$ cat config.mk
export PLATFORM = sky130hd
export DESIGN_NAME = dsps_ctrl
export DESIGN_NICKNAME = d
export VERILOG_FILES = /design/src/hw/dsps_ctrl.v /design/src/hw/dsps_sync.v
export VERILOG_INCLUDE_DIRS = /design/src /design/src/hw
export SDC_FILE = /design/constraint.sdc
export NUM_CORES = 1
export LEC_CHECK = 0
export ABC_AREA = 1
export ABC_CLOCK_PERIOD_IN_PS = 1800
export BUFFER_PORTS_ARGS = -buffer_cell sky130_fd_sc_hd__buf_2
export CORE_MARGIN = 2
export CORE_UTILIZATION = 54
export DETAILED_ROUTE_END_ITERATION = 12
export GPL_TIMING_DRIVEN = 0
export HOLD_SLACK_MARGIN = 0.15
export PLACE_DENSITY = 0.77
export SYNTH_ARGS = -nofsm -noshare
export SYNTH_HDL_FRONTEND = slang
export SYNTH_SLANG_ARGS = --single-unit
$ cat constraint.sdc
create_clock -name core_clk -period 1.8 [get_ports core_clk]
set_input_delay 0.27 -clock core_clk [delete_from_list [all_inputs] [get_ports core_clk]]
set_output_delay 0.27 -clock core_clk [all_outputs]
set_load 0.005 [all_outputs]
$ cat src/hw/dsps_regs.vh
// Register map and timing constants of the dual-slope phase sequencer controller
`ifndef DSPS_REGS_VH
`define DSPS_REGS_VH

// ----------------------------------------------------------------
// Register offsets (byte addresses)
// ----------------------------------------------------------------
`define DSPS_CTRL_OFS      4'h0
`define DSPS_INT_OFS       4'h4
`define DSPS_STATUS_OFS    4'h8
`define DSPS_RESULT_OFS    4'hc

// ----------------------------------------------------------------
// Field positions
// ----------------------------------------------------------------
`define DSPS_CTRL_START    0
`define DSPS_CTRL_CHN_LO   4
`define DSPS_CTRL_CHN_HI   5
`define DSPS_STAT_BUSY     0
`define DSPS_STAT_DONE     1
`define DSPS_STAT_OVR      2
`define DSPS_STAT_SIGN     3
`define DSPS_STAT_PH_LO    4
`define DSPS_STAT_PH_HI    5

// ----------------------------------------------------------------
// Phase codes on the step code pair
// ----------------------------------------------------------------
`define DSPS_PH_CLEAR      2'h0
`define DSPS_PH_NULL       2'h1
`define DSPS_PH_INT        2'h2
`define DSPS_PH_DEINT      2'h3

// ----------------------------------------------------------------
// Reset values and timing
// ----------------------------------------------------------------
`define DSPS_CTRL_RST      2'h0
`define DSPS_INT_RST       24'h325aa0
`define DSPS_CLK_MHZ       50
`define DSPS_CMP_DLY_US    2
`define DSPS_CMP_DLY_CYC   (`DSPS_CMP_DLY_US * `DSPS_CLK_MHZ)
`define DSPS_TICK_DIV      6'h01
`define DSPS_SYNC_LAT      25'h0000004

`endif

$ cat src/hw/dsps_ctrl.v
// Host controller that sequences the dual-slope front end and times de-integration
//
// Contract
// - Drive one of four phase codes always
// - Order: null, integrate, de-integrate, clear
// - Hold comparator level near integrate end
// - Sample polarity just before 10 to 11
// - Stored polarity is result sign bit
// - Ignore comparator during offset null
// - Integration a whole mains period multiple (reset length 24'h325aa0 is 66 ms at 50 MHz, not a whole period at 50 or 60 Hz)
// - Integration duration same every conversion
// - De-integrate immediately, end at crossing
// - De-integrate limit twice integration count
// - Count from 10 to 11 until fall
// - Clear until comparator high, stop at once
// - Then hold offset null until next
// - Offset null is the idle state
// - Offset null duration equals integration duration
// - Outputs drive phase, input watches comparator
// - Two active-high channel selects, 00 first
//
// Our own choices: the register addresses and the Wishbone register port.
`timescale 1ns/1ns
`include "dsps_regs.vh"
module dsps_ctrl (
    // Clock and reset
    input  wire        core_clk,
    input  wire        rst_n,
    // Wishbone slave
    input  wire        wb_cyc_i,
    input  wire        wb_stb_i,
    input  wire        wb_we_i,
    input  wire [3:0]  wb_adr_i,
    input  wire [3:0]  wb_sel_i,
    input  wire [31:0] wb_dat_i,
    output reg  [31:0] wb_dat_o,
    output reg         wb_ack_o,
    // Front end pins
    output reg  [1:0]  step_code_pair,
    output reg         chn_sel_hi,
    output reg         chn_sel_lo,
    input  wire        zero_cross_flag
);
    // ----------------------------------------------------------------
    // States
    // ----------------------------------------------------------------
    localparam [2:0] ST_IDLE  = 3'h0;
    localparam [2:0] ST_NULL  = 3'h1;
    localparam [2:0] ST_INT   = 3'h2;
    localparam [2:0] ST_DEINT = 3'h3;
    localparam [2:0] ST_CLEAR = 3'h4;
    localparam [2:0] ST_HOLD  = 3'h5;

    reg [2:0]  state_reg;
    reg [23:0] int_len_reg;
    reg [23:0] run_len_reg;
    reg [24:0] cnt_reg;
    reg [24:0] mag_reg;
    reg        sign_reg;
    reg        ovr_reg;
    reg        done_reg;
    reg        start_reg;
    reg [1:0]  chn_reg;
    reg [5:0]  div_reg;
    reg        tick_reg;

    wire cmp_lvl;
    wire cmp_fall;
    wire cmp_rise;

    // ----------------------------------------------------------------
    // Comparator synchroniser
    // ----------------------------------------------------------------
    dsps_sync u_sync (
        .core_clk (core_clk),
        .rst_n    (rst_n),
        .din      (zero_cross_flag),
        .dout     (cmp_lvl),
        .fall     (cmp_fall),
        .rise     (cmp_rise)
    );

    // Count end test shared by the timed phases
    function cnt_hit;
        input [24:0] cnt;
        input [24:0] lim;
        begin
            cnt_hit = (cnt >= lim);
        end
    endfunction

    // ----------------------------------------------------------------
    // Count tick divider
    // ----------------------------------------------------------------
    // Default divide of one keeps full 20 ns resolution per count
    always @(posedge core_clk or negedge rst_n) begin
        if (!rst_n) begin
            div_reg  <= 6'h00;
            tick_reg <= 1'b0;
        end else if (div_reg >= `DSPS_TICK_DIV - 6'h01) begin
            div_reg  <= 6'h00;
            tick_reg <= 1'b1;
        end else begin
            div_reg  <= div_reg + 6'h01;
            tick_reg <= 1'b0;
        end
    end

    // ----------------------------------------------------------------
    // Wishbone slave, one wait state, ack drops after one cycle
    // ----------------------------------------------------------------
    wire bus_req = wb_cyc_i & wb_stb_i & ~wb_ack_o;
    wire bus_wr  = bus_req & wb_we_i;
    wire busy    = (state_reg != ST_IDLE);

    always @(posedge core_clk or negedge rst_n) begin
        if (!rst_n) begin
            wb_ack_o    <= 1'b0;
            wb_dat_o    <= 32'h00000000;
            int_len_reg <= `DSPS_INT_RST;
            chn_reg     <= `DSPS_CTRL_RST;
            start_reg   <= 1'b0;
        end else begin
            wb_ack_o  <= bus_req;
            start_reg <= 1'b0;
            if (bus_wr && wb_adr_i == `DSPS_CTRL_OFS && wb_sel_i[0]) begin
                start_reg <= wb_dat_i[`DSPS_CTRL_START];
                chn_reg   <= wb_dat_i[`DSPS_CTRL_CHN_HI:`DSPS_CTRL_CHN_LO];
            end
            // Length is frozen during a conversion so every run sees the same one
            if (bus_wr && wb_adr_i == `DSPS_INT_OFS && !busy) begin
                if (wb_sel_i[0]) int_len_reg[7:0]   <= wb_dat_i[7:0];
                if (wb_sel_i[1]) int_len_reg[15:8]  <= wb_dat_i[15:8];
                if (wb_sel_i[2]) int_len_reg[23:16] <= wb_dat_i[23:16];
            end
            if (bus_req) begin
                case (wb_adr_i)
                    `DSPS_CTRL_OFS:   wb_dat_o <= {26'h0, chn_reg, 4'h0};
                    `DSPS_INT_OFS:    wb_dat_o <= {8'h00, int_len_reg};
                    `DSPS_STATUS_OFS: wb_dat_o <= {26'h0, step_code_pair, sign_reg, ovr_reg, done_reg, busy};
                    `DSPS_RESULT_OFS: wb_dat_o <= {sign_reg, 6'h00, mag_reg};
                    default:          wb_dat_o <= 32'h00000000;
                endcase
            end
        end
    end

    // ----------------------------------------------------------------
    // Phase sequencer
    // ----------------------------------------------------------------
    // Overshoot during clear is bounded by the sync latency of about 80 ns
    always @(posedge core_clk or negedge rst_n) begin
        if (!rst_n) begin
            state_reg      <= ST_IDLE;
            step_code_pair <= `DSPS_PH_NULL;
            chn_sel_hi     <= 1'b0;
            chn_sel_lo     <= 1'b0;
            run_len_reg    <= 24'h000000;
            cnt_reg        <= 25'h0000000;
            mag_reg        <= 25'h0000000;
            sign_reg       <= 1'b0;
            ovr_reg        <= 1'b0;
            done_reg       <= 1'b0;
        end else begin
            // Read of status clears done; a new completion wins
            if (bus_req && !wb_we_i && wb_adr_i == `DSPS_STATUS_OFS)
                done_reg <= 1'b0;
            case (state_reg)
                ST_IDLE: begin
                    step_code_pair <= `DSPS_PH_NULL;
                    if (start_reg) begin
                        chn_sel_hi     <= chn_reg[1];
                        chn_sel_lo     <= chn_reg[0];
                        run_len_reg    <= int_len_reg;
                        cnt_reg        <= 25'h0000000;
                        ovr_reg        <= 1'b0;
                        state_reg      <= ST_NULL;
                    end
                end
                ST_NULL: begin
                    // Comparator ignored here; null time matches integrate time
                    if (tick_reg)
                        cnt_reg <= cnt_reg + 25'h0000001;
                    if (cnt_hit(cnt_reg, {1'b0, run_len_reg})) begin
                        cnt_reg        <= 25'h0000000;
                        step_code_pair <= `DSPS_PH_INT;
                        state_reg      <= ST_INT;
                    end
                end
                ST_INT: begin
                    if (tick_reg)
                        cnt_reg <= cnt_reg + 25'h0000001;
                    // Polarity taken on the last cycle before 10 to 11
                    if (cnt_hit(cnt_reg, {1'b0, run_len_reg})) begin
                        sign_reg       <= ~cmp_lvl;
                        cnt_reg        <= 25'h0000000;
                        step_code_pair <= `DSPS_PH_DEINT;
                        state_reg      <= ST_DEINT;
                    end
                end
                ST_DEINT: begin
                    if (tick_reg)
                        cnt_reg <= cnt_reg + 25'h0000001;
                    // Count still includes the comparator lag; software may subtract it
                    // Level is trusted only once the sync pipe holds de-integrate samples
                    if (cmp_fall || (!cmp_lvl && cnt_hit(cnt_reg, `DSPS_SYNC_LAT))) begin
                        mag_reg        <= cnt_reg;
                        cnt_reg        <= 25'h0000000;
                        step_code_pair <= `DSPS_PH_CLEAR;
                        state_reg      <= ST_CLEAR;
                    end else if (cnt_hit(cnt_reg, {run_len_reg, 1'b0})) begin
                        mag_reg        <= cnt_reg;
                        cnt_reg        <= 25'h0000000;
                        ovr_reg        <= 1'b1;
                        step_code_pair <= `DSPS_PH_CLEAR;
                        state_reg      <= ST_CLEAR;
                    end
                end
                ST_CLEAR: begin
                    // Stale high level from de-integrate is not taken as the end of clear
                    if (!cnt_hit(cnt_reg, `DSPS_SYNC_LAT))
                        cnt_reg <= cnt_reg + 25'h0000001;
                    if (cmp_rise || (cmp_lvl && cnt_hit(cnt_reg, `DSPS_SYNC_LAT))) begin
                        step_code_pair <= `DSPS_PH_NULL;
                        state_reg      <= ST_HOLD;
                    end
                end
                ST_HOLD: begin
                    done_reg  <= 1'b1;
                    state_reg <= ST_IDLE;
                end
                default: begin
                    step_code_pair <= `DSPS_PH_NULL;
                    state_reg      <= ST_IDLE;
                end
            endcase
        end
    end
endmodule

$ cat src/hw/dsps_sync.v
// Two-stage synchroniser with falling and rising edge pulses
`timescale 1ns/1ns
module dsps_sync (
    // Clock and reset
    input  wire core_clk,
    input  wire rst_n,
    // Pin side
    input  wire din,
    // Core side
    output reg  dout,
    output reg  fall,
    output reg  rise
);
    reg meta_reg;
    reg sync_reg;

    // Only sync_reg reads meta_reg; edges come from later stages
    always @(posedge core_clk or negedge rst_n) begin
        if (!rst_n) begin
            meta_reg <= 1'b0;
            sync_reg <= 1'b0;
            dout     <= 1'b0;
            fall     <= 1'b0;
            rise     <= 1'b0;
        end else begin
            meta_reg <= din;
            sync_reg <= meta_reg;
            dout     <= sync_reg;
            fall     <= dout & ~sync_reg;
            rise     <= ~dout & sync_reg;
        end
    end
endmodule
==> results of run 1 <==
logic make-up after synthesis:
kind of cell	count (synthesis)	share of synthesized area
AO/OA/AOI/OAI	174	0.1097
XOR/XNOR	11	0.01135
adder cells (fa/ha/maj)	49	0.07224
buffers and inverters	170	0.09111
flip-flops	144	0.4261
other	2	0.0008849
AND/OR/NAND/NOR	582	0.2887
what timing repair did:
item	4_1_cts	5_1_grt
endpoints found under the hold margin	88	0
buffers inserted	42	12
resized for setup	138	92
setup endpoints to repair	108	97
hold buffers	27	0
cloned	3	0
pin swaps	31	30
power breakdown:
group | switching, mW | internal, mW
logic | 4.71 | 3.38
registers | 0.389 | 3.68
clock network | 1.46 | 2.27
cells in the final DEF, fill, tap and decap left out, types with 5 or more instances in the layout:
master and instances:
dlygate4sd3_1 27, dfrtp_2 21, o21ai_1 29, nor2_4 11, buf_2 66, nor2_1 74
o21ai_2 6, nand2_2 41, a21oi_2 9, clkbuf_1 21, dfstp_2 10, o21bai_1 5
conb_1 7, nor2_2 22, xor2_1 11, nand3_1 41, ha_4 26, clkbuf_16 17
nand2_1 344, inv_1 92, buf_6 22, nor3_1 5, buf_4 50, ha_1 23
nand2_4 8, o211ai_1 5, nand3_2 6, inv_2 30, a21oi_1 40, dfrtp_1 113
o21ai_0 70, nand4_1 8
final timing paths:
kind	to	slack [ps]	depth (start not counted)
max reg2reg	cnt_reg[11]$_DFFE_PN0P_	-380	11
min	int_len_reg[7]$_DFFE_PN1P_	240	4
max in group asynchronous	int_len_reg[5]$_DFFE_PN1P_	530	3
min reg2reg	u_sync.sync_reg$_DFF_PN0_	350	0
min in group asynchronous	wb_dat_o[23]$_DFFE_PN0P_	410	2
max	cnt_reg[11]$_DFFE_PN0P_	-380	11
area by class of cell:
cell class / instances / area share
Clock inverter: 11 / 0.01337
Tap cell: 211 / 0.02312
Multi-Input combinational cell: 823 / 0.4273
Buffer: 45 / 0.03156
Sequential cell: 144 / 0.3190
Clock buffer: 21 / 0.04033
Inverter: 125 / 0.04186
Timing Repair Buffer: 152 / 0.1035
critical path, stage by stage (launching register included):
cell	delay (ps)
dfrtp_2	450
buf_4	150
nor2_2	100
nand2_1	70
nor2_2	190
nand3_2	170
a21oi_4	280
nand4_4	180
nand2_8	170
buf_8	140
o211ai_1	90
nand2_1	100
through the flow:
step	util	cells	TNS [ps]	worst slack, ps
finish	0.7483	1532	-17580	-379.1
detailed placement	0.6042	1416	-34770	-533.9
CTS	0.7173	1520	-12140	-284.4
floorplan	-	1137	-1680	-71.07
global route	0.7483	1532	-22240	-443.6
global placement	0.6020	1415	-255750	-1888
per-layer routing:
layer	up-vias	part of all wire	wire length, µm	global-route usage
li1	3963	-	-	-
met1	4055	0.41	10680	0.3995
met2	361	0.50	13030	0.5300
met3	77	0.060	1578	0.05409
met4	0	0.037	981	0.1330
met5	-	0	0	0
==> summary.txt, run 1 <==
Placement
  – Routability congestion estimate: between 0.9 and 1
  – PortBufs: 67
  – DP Wirelength: between 15000 and 20000 µm
  – Placed cell areas: between 0.009 and 0.01 mm²

Final layout
  – Fraction of layout cells with a size suffix above 1: 0.2952
  – ANT cells: 0
  – Multi-input gate area: approximately 0.0049 mm²
  – Post-route design area: ~0.011 mm²
  – Max reg flops: 26
  – Nets: 1403
  – Layout Area Growth over Synthesis: 34.53%
  – Fill cells: 1103
  – Register area: between 0.003 and 0.004 mm²

Global route
  – Total global routing overflow: 0
  – Number of global-route vias before repair: slightly above 8000
  – Antenna violations before repair: 0
  – First-pass GRT wire length: slightly above 40000 µm
  – Largest net degree at the start of global routing: 78
  – Total GRT Usage: 0.3136

Flow run
  – Max-cap violation count: 0

Setup path
  – Crit path max fanout: 5
  – Worst Setup End Kind: flop
  – WP data required: around 2200 ps
  – WP data arrival: approximately 2600 ps
  – CP Class: reg -> reg
  – CP Launch Point: cnt_reg[21]$_DFFE_PN0P_
  – CP Launch Type: flop
  – Reg2reg start: cnt_reg[21]$_DFFE_PN0P_

Route
  – Vias: about 8500
  – Routed Antenna Nets: 0
  – Routed wire per std cell: around 17 µm
  – DR pass1 iterations: 6
  – Drt total wl: ~26000 µm
  – Initial DRC count: ~740
  – Via/cell ratio: approximately 5.5
  – # DRC: 0

Yosys
  – Syn Inst Count: between 1000 and 1500
  – Flops & latches, synth: around 140
  – Avg Inst Size Synth: between 7 and 8 µm²
  – Cell taking the most area after synthesis: dfrtp_1
  – FFs w/ async S/R, synth: 1.000
  – Post-synth EDFFs: 0
  – Synth cell count leaders: 387 x nand2_1, 134 x dfrtp_1, 118 x inv_1, 99 x nor2_1, 89 x o21ai_0
  – Synth Cell Area: about 0.0085 mm²
  – Sequential area share after synthesis: 0.4261
  – Warnings from Yosys: 0
  – Synth cell types: 46
  – Post-synth top area share: 0.3951
  – Synth area leaders: dfrtp_1 40%, nand2_1 17%, ha_1 7.2%
  – Top FF cell, synth: dfrtp_1
  – Top-count cell post-synth: nand2_1

Clock tree
  – H-tree levels: 4
  – Clk slew on worst S/H paths: 60 ps
  – Clk sinks: 144
  – Max Root-Sink Buffers: 2
  – CTS tree: done
  – Skew-Pair Late Insertion Delay: between 400 and 500 ps
  – Clock buffer count from CTS: 17
  – Root Buffer: clkbuf_16

Floorplan
  – Row count: 45
  – Die Y: ~130 µm
  – Starting density of the core: 0.5562
  – Core area: between 0.015 and 0.02 mm²
  – Die X: between 100 and 150 µm
  – IO Pins: 83
  – Die Area: approximately 0.017 mm²

STA
  – Setup violators final: 56
  – Final Skew: 8.327 ps
  – WHS: approximately 240 ps
  – Slew headroom: 0.5675
  – Hold Vio Cnt, Final: 0
  – Final worst slack: -379.1 ps
  – Final period demand of the worst path: 2179 ps
  – Fin crit share: 1.211
  – RSZ-0062 raised after global routing: true
  – Max-slew violations: 0
  – Worst-margin pin slew: between 600 and 700 ps
  – Achievable Freq: approximately 460 MHz

Power and ir drop
  – Peak supply drop: 1.194 mV
  – Pwr dens: 1391 mW/mm²
  – Total Power: 15.89 mW
  – Leakage: 5.686 nW

Outcome
  – Run status: finished with violations
  – Violated checks: negative setup slack

Min path
  – Hold crit path type: in -> reg
  – Hold_sp: wb_sel_i[0]
No activity file was read; power rests on OpenSTA's default activity.
==> inputs of run 2 (changes only) <==
--- a/config.mk
+++ b/config.mk
@@ -14,6 +14,7 @@
 export DETAILED_ROUTE_END_ITERATION = 12
 export GPL_TIMING_DRIVEN = 0
 export HOLD_SLACK_MARGIN = 0.15
+export MAX_ROUTING_LAYER = met4
 export PLACE_DENSITY = 0.77
 export SYNTH_ARGS = -nofsm -noshare
 export SYNTH_HDL_FRONTEND = slang
==> run 2 against run 1 <==
Compared with the run above:
- the run still ends with negative setup slack left
- highest routed layer unchanged
- non-clock buffer count grew 6
- register-to-register slack lost 30 ps
- worst setup slack lost 34 ps
- largest cell class unchanged
==> summary.txt, run 2 (synthesis results as in run 1) <==
Floorplan
  – IO Pins: 83 (unchanged)
  – Core area: 0.01526 mm² (unchanged)
  – Starting density of the core: 0.5562 (unchanged)
  – Die Area: 0.01674 mm² (unchanged)
  – Die Y: 129.4 µm (unchanged)
  – Row count: 45 (unchanged)
  – Die X: 129.4 µm (unchanged)

Outcome
  – Run status: finished with violations
  – Violated checks: negative setup slack

Final layout
  – Multi-input gate area: 0.004920 mm² (+0.85%)
  – Final Non-Filler Cells: 1539 (+0.46%)
  – Max reg flops: 26 (unchanged)
  – Nets: 1410 (+0.50%)
  – Fraction of layout cells with a size suffix above 1: 0.3072 (+0.01200)
  – Fill cells: 1030 (-6.6%)
  – Most frequent cells in the layout: 332 x nand2_1, 114 x dfrtp_1, 94 x inv_1, 78 x nor2_1, 70 x o21ai_0
  – Register area: 0.003641 mm² (about the same)
  – ANT cells: 0 (unchanged)
  – Commonest non-fill, non-tap cell in the layout: nand2_1
  – Layout Area Growth over Synthesis: 35.06%

Min path
  – Hold depth: 3 (-1)
  – Hold_sp: wb_sel_i[0]
  – Hold EP: int_len_reg[7]$_DFFE_PN1P_
  – Hold crit path type: in -> reg

Setup path
  – Reg2reg setup slack: -410 ps (-30 ps)
  – RR Endpoint: mag_reg[17]$_DFFE_PN0P_
  – Crit path max fanout: 7 (+2)
  – Worst reg2reg path depth: 14 (+3)
  – Worst Setup End Kind: flop
  – WP data required: 2160 ps (about the same)
  – CP Launch Type: flop
  – Reg2reg start: run_len_reg[13]$_DFFE_PN0P_
  – CP Class: reg -> reg
  – WP data arrival: 2570 ps (+20 ps)

STA
  – Slew headroom: 0.5887 (+0.02116)
  – Max-slew violations: 0 (unchanged)
  – Worst-margin pin slew: 617.0 ps (-31.74 ps)
  – Setup violators final: 57 (+1.8%)
  – WHS: 218.6 ps (-19.89 ps)
  – RSZ-0062 raised after global routing: true
  – Fin crit share: 1.229 (+0.01861)
  – Achievable Freq: 452.0 MHz (-1.5%)
  – Final period demand of the worst path: 2213 ps (+33.50 ps)
  – Hold Vio Cnt, Final: 0 (unchanged)
  – Final Skew: 12.46 ps (+4.130 ps)
  – Final worst slack: -412.6 ps (-33.50 ps)

Clock tree
  – CTS tree: done
  – Skew-Pair Late Insertion Delay: 440 ps (about the same)
  – H-tree levels: 4 (unchanged)
  – Clk slew on worst S/H paths: 70 ps (about the same)
  – Clock buffer count from CTS: 17 (unchanged)
  – Root Buffer: clkbuf_16
  – Max Root-Sink Buffers: 2 (unchanged)
  – Clk sinks: 144 (unchanged)

Power and ir drop
  – Pwr dens: 1384 mW/mm² (-0.56%)
  – Total Power: 15.86 mW (-0.16%)
  – Peak supply drop: 1.264 mV (+5.8%)
  – Leakage: 5.747 nW (+1.1%)

Placement
  – Routability congestion estimate: 0.9638 (-2.6%)
  – DP Wirelength: 16940 µm (+1.9%)
  – PortBufs: 67 (unchanged)
  – Placed Cells: 1416 (unchanged)

Route
  – Routed wire per std cell: 17.42 µm (+1.6%)
  – # DRC: 0 (unchanged)
  – Drt total wl: 26820 µm (+2.1%)
  – Via/cell ratio: 5.528 (+0.16%)
  – DR pass1 iterations: 5 (-1)
  – Vias: 8508 (+0.61%)
  – Initial DRC count: 726 (-1.6%)
  – Routed Antenna Nets: 0 (unchanged)

Global route
  – Total GRT Usage: 0.3263 (+0.01268)
  – Antenna violations before repair: 0 (unchanged)
  – Total global routing overflow: 0 (unchanged)
  – First-pass GRT wire length: 40630 µm (+0.63%)
  – Number of global-route vias before repair: 8243 (+0.56%)
  – Largest net degree at the start of global routing: 81 (+3.8%)

Flow run
  – Max-cap violation count: 0 (unchanged)
run 2: per-layer routing:
layer	part of all wire	up-vias	GRT usage
met4	0.056	0	0.1439
met3	0.062	118	0.05987
met2	0.48	394	0.5384
met5	0	-	-
li1	-	3975	-
met1	0.41	4021	0.3925
run 2: layout make-up:
cell class                      instances  area share
Multi-Input combinational cell        824      0.4292
Sequential cell                       144      0.3177
Timing Repair Buffer                  159      0.1072
Inverter                              125     0.04137
Clock buffer                           19     0.03777
Buffer                                 44     0.03024
Tap cell                              211     0.02303
Clock inverter                         13     0.01354
run 2: how the worst max path moves through the flow:
stage,from,to,slack [ps]
floorplan,cnt_reg[20]$_DFFE_PN0P_,mag_reg[9]$_DFFE_PN0P_,-70
global placement,rst_n,cnt_reg[12]$_DFFE_PN0P_,-1870
detailed placement,wb_cyc_i,int_len_reg[22]$_DFFE_PN0P_,-540
CTS,cnt_reg[23]$_DFFE_PN0P_,step_code_pair[1]$_DFFE_PN0P_,-240
global route,run_len_reg[13]$_DFFE_PN0P_,mag_reg[1]$_DFFE_PN0P_,-480
finish,run_len_reg[13]$_DFFE_PN0P_,mag_reg[17]$_DFFE_PN0P_,-410
run 2: timing repair:
action                                  4_1_cts  5_1_grt
endpoints found under the setup margin      108      107
gates cloned                                  3        3
buffers inserted                             44       15
hold buffers                                 27        0
pin swaps                                    27       34
gates resized for setup                     157       87
hold endpoints to repair                     85        0
run 2: worst max-delay path: stages (launching register included):
cell,delay (ps)
dfrtp_1,380
inv_1,140
ha_1,270
nand2_1,80
nand2_1,70
a21oi_2,230
nand2_1,100
nand2_1,80
nand3_2,80
nor2_4,190
nand2_8,100
nand2_8,120
clkbuf_16,180
nand2_2,40
o21ai_1,70
run 2: through the flow:
stage                     cell area (µm²)  TNS, ps  utilization  setup slack [ps]
after global routing                11460   -24240       0.7512            -481.8
after global placement               9185  -254160       0.6020             -1867
after CTS                           10990   -10830       0.7201            -241.9
after floorplan                      8586    -1680            -            -71.07
after detailed placement             9219   -36110       0.6042            -540.6
final                               11460   -20430       0.7512            -412.6
run 2: report_power, final:
part / leakage (nW) / switching, mW / internal, mW / total, mW
Combinational: 3.63 / 4.84 / 3.35 / 8.20
Clock: 0.282 / 1.52 / 2.07 / 3.59
Sequential: 1.84 / 0.390 / 3.68 / 4.07
==> inputs of run 3 (changes only) <==
--- a/config.mk
+++ b/config.mk
@@ -16,6 +16,7 @@
 export HOLD_SLACK_MARGIN = 0.15
 export MAX_ROUTING_LAYER = met4
 export PLACE_DENSITY = 0.77
+export RECOVER_POWER = 50
 export SYNTH_ARGS = -nofsm -noshare
 export SYNTH_HDL_FRONTEND = slang
 export SYNTH_SLANG_ARGS = --single-unit
==> run 3 against run 2 <==
Compared with the run above:
- the flow still finishes with violations (negative setup slack)
- combinational power is essentially flat
- utilization shrank 0.25 points
- flip-flop and latch count is the same
- clock skew is essentially flat
- via count grew 0.27%
- critical path depth is the same
- cell count is the same
- maximum frequency grew 0.42%
- global-route usage is the same
- clock power is essentially flat
- clock-buffer cell count is the same
- die area is the same
==> summary.txt, run 3 (synthesis results as in run 1) <==
Setup path
  – CP Launch Type: flop
  – Cell Chain, Critical Path: inv_1 -> ha_1 -> nand2_1 -> nand2_1 -> a21oi_2 -> nand2_1 -> nand2_1 -> nand3_2 -> nor2_4 -> nand2_8 -> nand2_8 -> clkbuf_16 -> nand2_2 -> o21ai_1
  – Worst reg2reg path depth: 14 (unchanged)
  – Reg2reg start: run_len_reg[13]$_DFFE_PN0P_
  – WP data arrival: 2560 ps (about the same)
  – Worst-path cell with the longest stage delay: dfrtp_1
  – CP delay by family, top: simple AND/OR/NAND/NOR gates
  – CP peak stage delay: 380 ps (about the same)
  – WP data required: 2160 ps (about the same)
  – Worst Setup End Kind: flop
  – CP Class: reg -> reg
  – Reg2reg setup slack: -400 ps (about the same)
  – RR Endpoint: mag_reg[17]$_DFFE_PN0P_
  – Most frequent CP cell: nand2_1
  – Crit path max fanout: 7 (unchanged)
  – Worst Path Buf+Inv: 2 (unchanged)

Power and ir drop
  – Cell internal pwr: 9.095 mW (about the same)
  – Combinational group share of total power: 0.517 (about the same)
  – Peak supply drop: 1.260 mV (-0.26%)
  – Leakage: 5.678 nW (-1.2%)
  – Seq pwr share: 0.256 (about the same)
  – Clk pwr share: 0.227 (about the same)
  – NetSw: 6.772 mW (+0.22%)
  – Sw Ratio: 0.4268 (+0.0007491)
  – Pwr dens: 1389 mW/mm² (+0.37%)

Floorplan
  – Starting density of the core: 0.5562 (unchanged)
  – Die Area: 0.01674 mm² (unchanged)
  – Core area: 0.01526 mm² (unchanged)
  – Die X: 129.4 µm (unchanged)
  – IO Pins: 83 (unchanged)
  – Die Y: 129.4 µm (unchanged)
  – Row count: 45 (unchanged)

Global route
  – Antenna violations before repair: 0 (unchanged)
  – Largest net degree at the start of global routing: 81 (unchanged)
  – Number of global-route vias before repair: 8243 (unchanged)
  – Total global routing overflow: 0 (unchanged)
  – Total GRT Usage: 0.3263 (unchanged)
  – First-pass GRT wire length: 40630 µm (unchanged)

Min path
  – Hold EP: int_len_reg[7]$_DFFE_PN1P_
  – Hold_sp: wb_sel_i[0]
  – Hold depth: 3 (unchanged)
  – Hold crit path type: in -> reg

Route
  – # DRC: 0 (unchanged)
  – Routed wire per std cell: 17.39 µm (-0.23%)
  – Vias: 8531 (+0.27%)
  – Initial DRC count: 832 (+15%)
  – Drt total wl: 26760 µm (-0.23%)
  – Met2 wire length: 12800 µm (+0.40%)
  – Met3 wire len: 1646 µm (-1.7%)
  – DR pass1 iterations: 6 (+1)
  – Wire length on met1: 10820 µm (-0.68%)
  – Highest routed layer: met4
  – Via/cell ratio: 5.543 (+0.27%)
  – Routed Antenna Nets: 0 (unchanged)

Clock tree
  – CTS tree: done
  – Skew-Pair Late Insertion Delay: 440 ps (about the same)
  – Clock buffer count from CTS: 17 (unchanged)
  – H-tree levels: 4 (unchanged)
  – Root Buffer: clkbuf_16
  – Clk sinks: 144 (unchanged)
  – Clk slew on worst S/H paths: 70 ps (about the same)
  – Max Root-Sink Buffers: 2 (unchanged)

Final layout
  – Fraction of layout cells with a size suffix above 1: 0.2952 (-0.01205)
  – Fill cells: 1045 (+1.5%)
  – Layout Area Growth over Synthesis: 34.62%
  – ANT cells: 0 (unchanged)
  – Utilization after layout: 0.7487 (-0.002461)
  – Post-route design area: 0.01142 mm² (-0.33%)
  – Commonest non-fill, non-tap cell in the layout: nand2_1
  – Register area: 0.003641 mm² (unchanged)
  – Multi-input gate area: 0.004912 mm² (-0.15%)
  – Nets: 1410 (unchanged)
  – Most frequent cells in the layout: 332 x nand2_1, 114 x dfrtp_1, 94 x inv_1, 79 x nor2_1, 70 x o21ai_0
  – Max reg flops: 26 (unchanged)

STA
  – Final worst slack: -403.4 ps (+9.143 ps)
  – Hold Vio Cnt, Final: 0 (unchanged)
  – Final period demand of the worst path: 2203 ps (-9.143 ps)
  – Achievable Freq: 453.8 MHz (+0.42%)
  – Setup violators final: 89 (+56%)
  – Slew headroom: 0.4024 (-0.1863)
  – Fin crit share: 1.224 (-0.005079)
  – Final Skew: 12.55 ps (+0.09470 ps)
  – Worst-margin pin slew: 896.4 ps (+279.4 ps)
  – RSZ-0062 raised after global routing: true
  – Max-slew violations: 0 (unchanged)

Placement
  – Placed cell areas: 0.009219 mm² (unchanged)
  – DP Wirelength: 16940 µm (unchanged)
  – PortBufs: 67 (unchanged)
  – Routability congestion estimate: 0.9638 (unchanged)

Flow run
  – Max-cap violation count: 0 (unchanged)

Outcome
  – Violated checks: negative setup slack
  – Run status: finished with violations
## run 3: cell types whose count changed in the layout (fill, tap and decap cells not counted), sizes merged
cell / delta
buf: -16
clkbuf: +16
## run 3: worst register-to-register path, cell delays in order, from the launching register on
cell and delay, ps:
dfrtp_1 380, inv_1 140, ha_1 270, nand2_1 80, nand2_1 70, a21oi_2 220
nand2_1 100, nand2_1 80, nand3_2 80, nor2_4 190, nand2_8 100, nand2_8 130
clkbuf_16 180, nand2_2 50, o21ai_1 70
## run 3: timing repair
item,in CTS,in global routing
setup endpoints to repair,108,107
buffers inserted,44,15
gates cloned,3,3
resized for setup,157,87
pin swaps,27,34
hold buffers,27,0
hold endpoints to repair,85,0
## run 3: layout make-up
class                           count  area share
Clock inverter                     13     0.01358
Buffer                             44     0.03034
Sequential cell                   144      0.3187
Clock buffer                       19     0.03789
Inverter                          125     0.04151
Tap cell                          211     0.02311
Multi-Input combinational cell    824      0.4300
Timing Repair Buffer              159      0.1049
## run 3: through the flow
| stage | setup WS, ps | instances | total power, mW | TNS, ps | hold WS, ps |
|---|---|---|---|---|---|
| floorplan | -71.07 | 1137 | 7.674 | -1680 | -25.59 |
| CTS | -241.9 | 1522 | 14.28 | -10830 | 222.6 |
| detailed placement | -540.6 | 1416 | 9.030 | -36110 | 307.4 |
| global route | -481.8 | 1539 | 16.57 | -35930 | 272.6 |
| finish | -403.4 | 1539 | 15.87 | -24010 | 218.5 |
| global placement | -1867 | 1415 | 8.900 | -254160 | 334.3 |
## run 3: how the worst max path moves through the flow
stage / from / endpoint / slack, ps / depth (start not counted)
after floorplan: cnt_reg[20]$_DFFE_PN0P_ / mag_reg[9]$_DFFE_PN0P_ / -70 / 12
after CTS: cnt_reg[23]$_DFFE_PN0P_ / step_code_pair[1]$_DFFE_PN0P_ / -240 / 12
after global routing: run_len_reg[13]$_DFFE_PN0P_ / mag_reg[1]$_DFFE_PN0P_ / -480 / 14
after global placement: rst_n / cnt_reg[12]$_DFFE_PN0P_ / -1870 / 1
final: run_len_reg[13]$_DFFE_PN0P_ / mag_reg[17]$_DFFE_PN0P_ / -400 / 14
after detailed placement: wb_cyc_i / int_len_reg[22]$_DFFE_PN0P_ / -540 / 9
## run 3: routing by layer
metal | track usage | vias up
li1 | - | 3982
met4 | 0.1439 | 0
met5 | - | -
met1 | 0.3925 | 4031
met2 | 0.5384 | 399
met3 | 0.05987 | 119
## run 3: power groups by stage
stage,Combinational (mW),Clock (mW),Sequential [mW]
2_1_floorplan,3.71,0,3.96
3_3_place_gp,4.84,0,4.06
3_5_place_dp,4.96,0,4.07
4_1_cts,6.67,3.59,4.03
5_1_grt,8.72,3.75,4.10
6_report,8.20,3.60,4.07
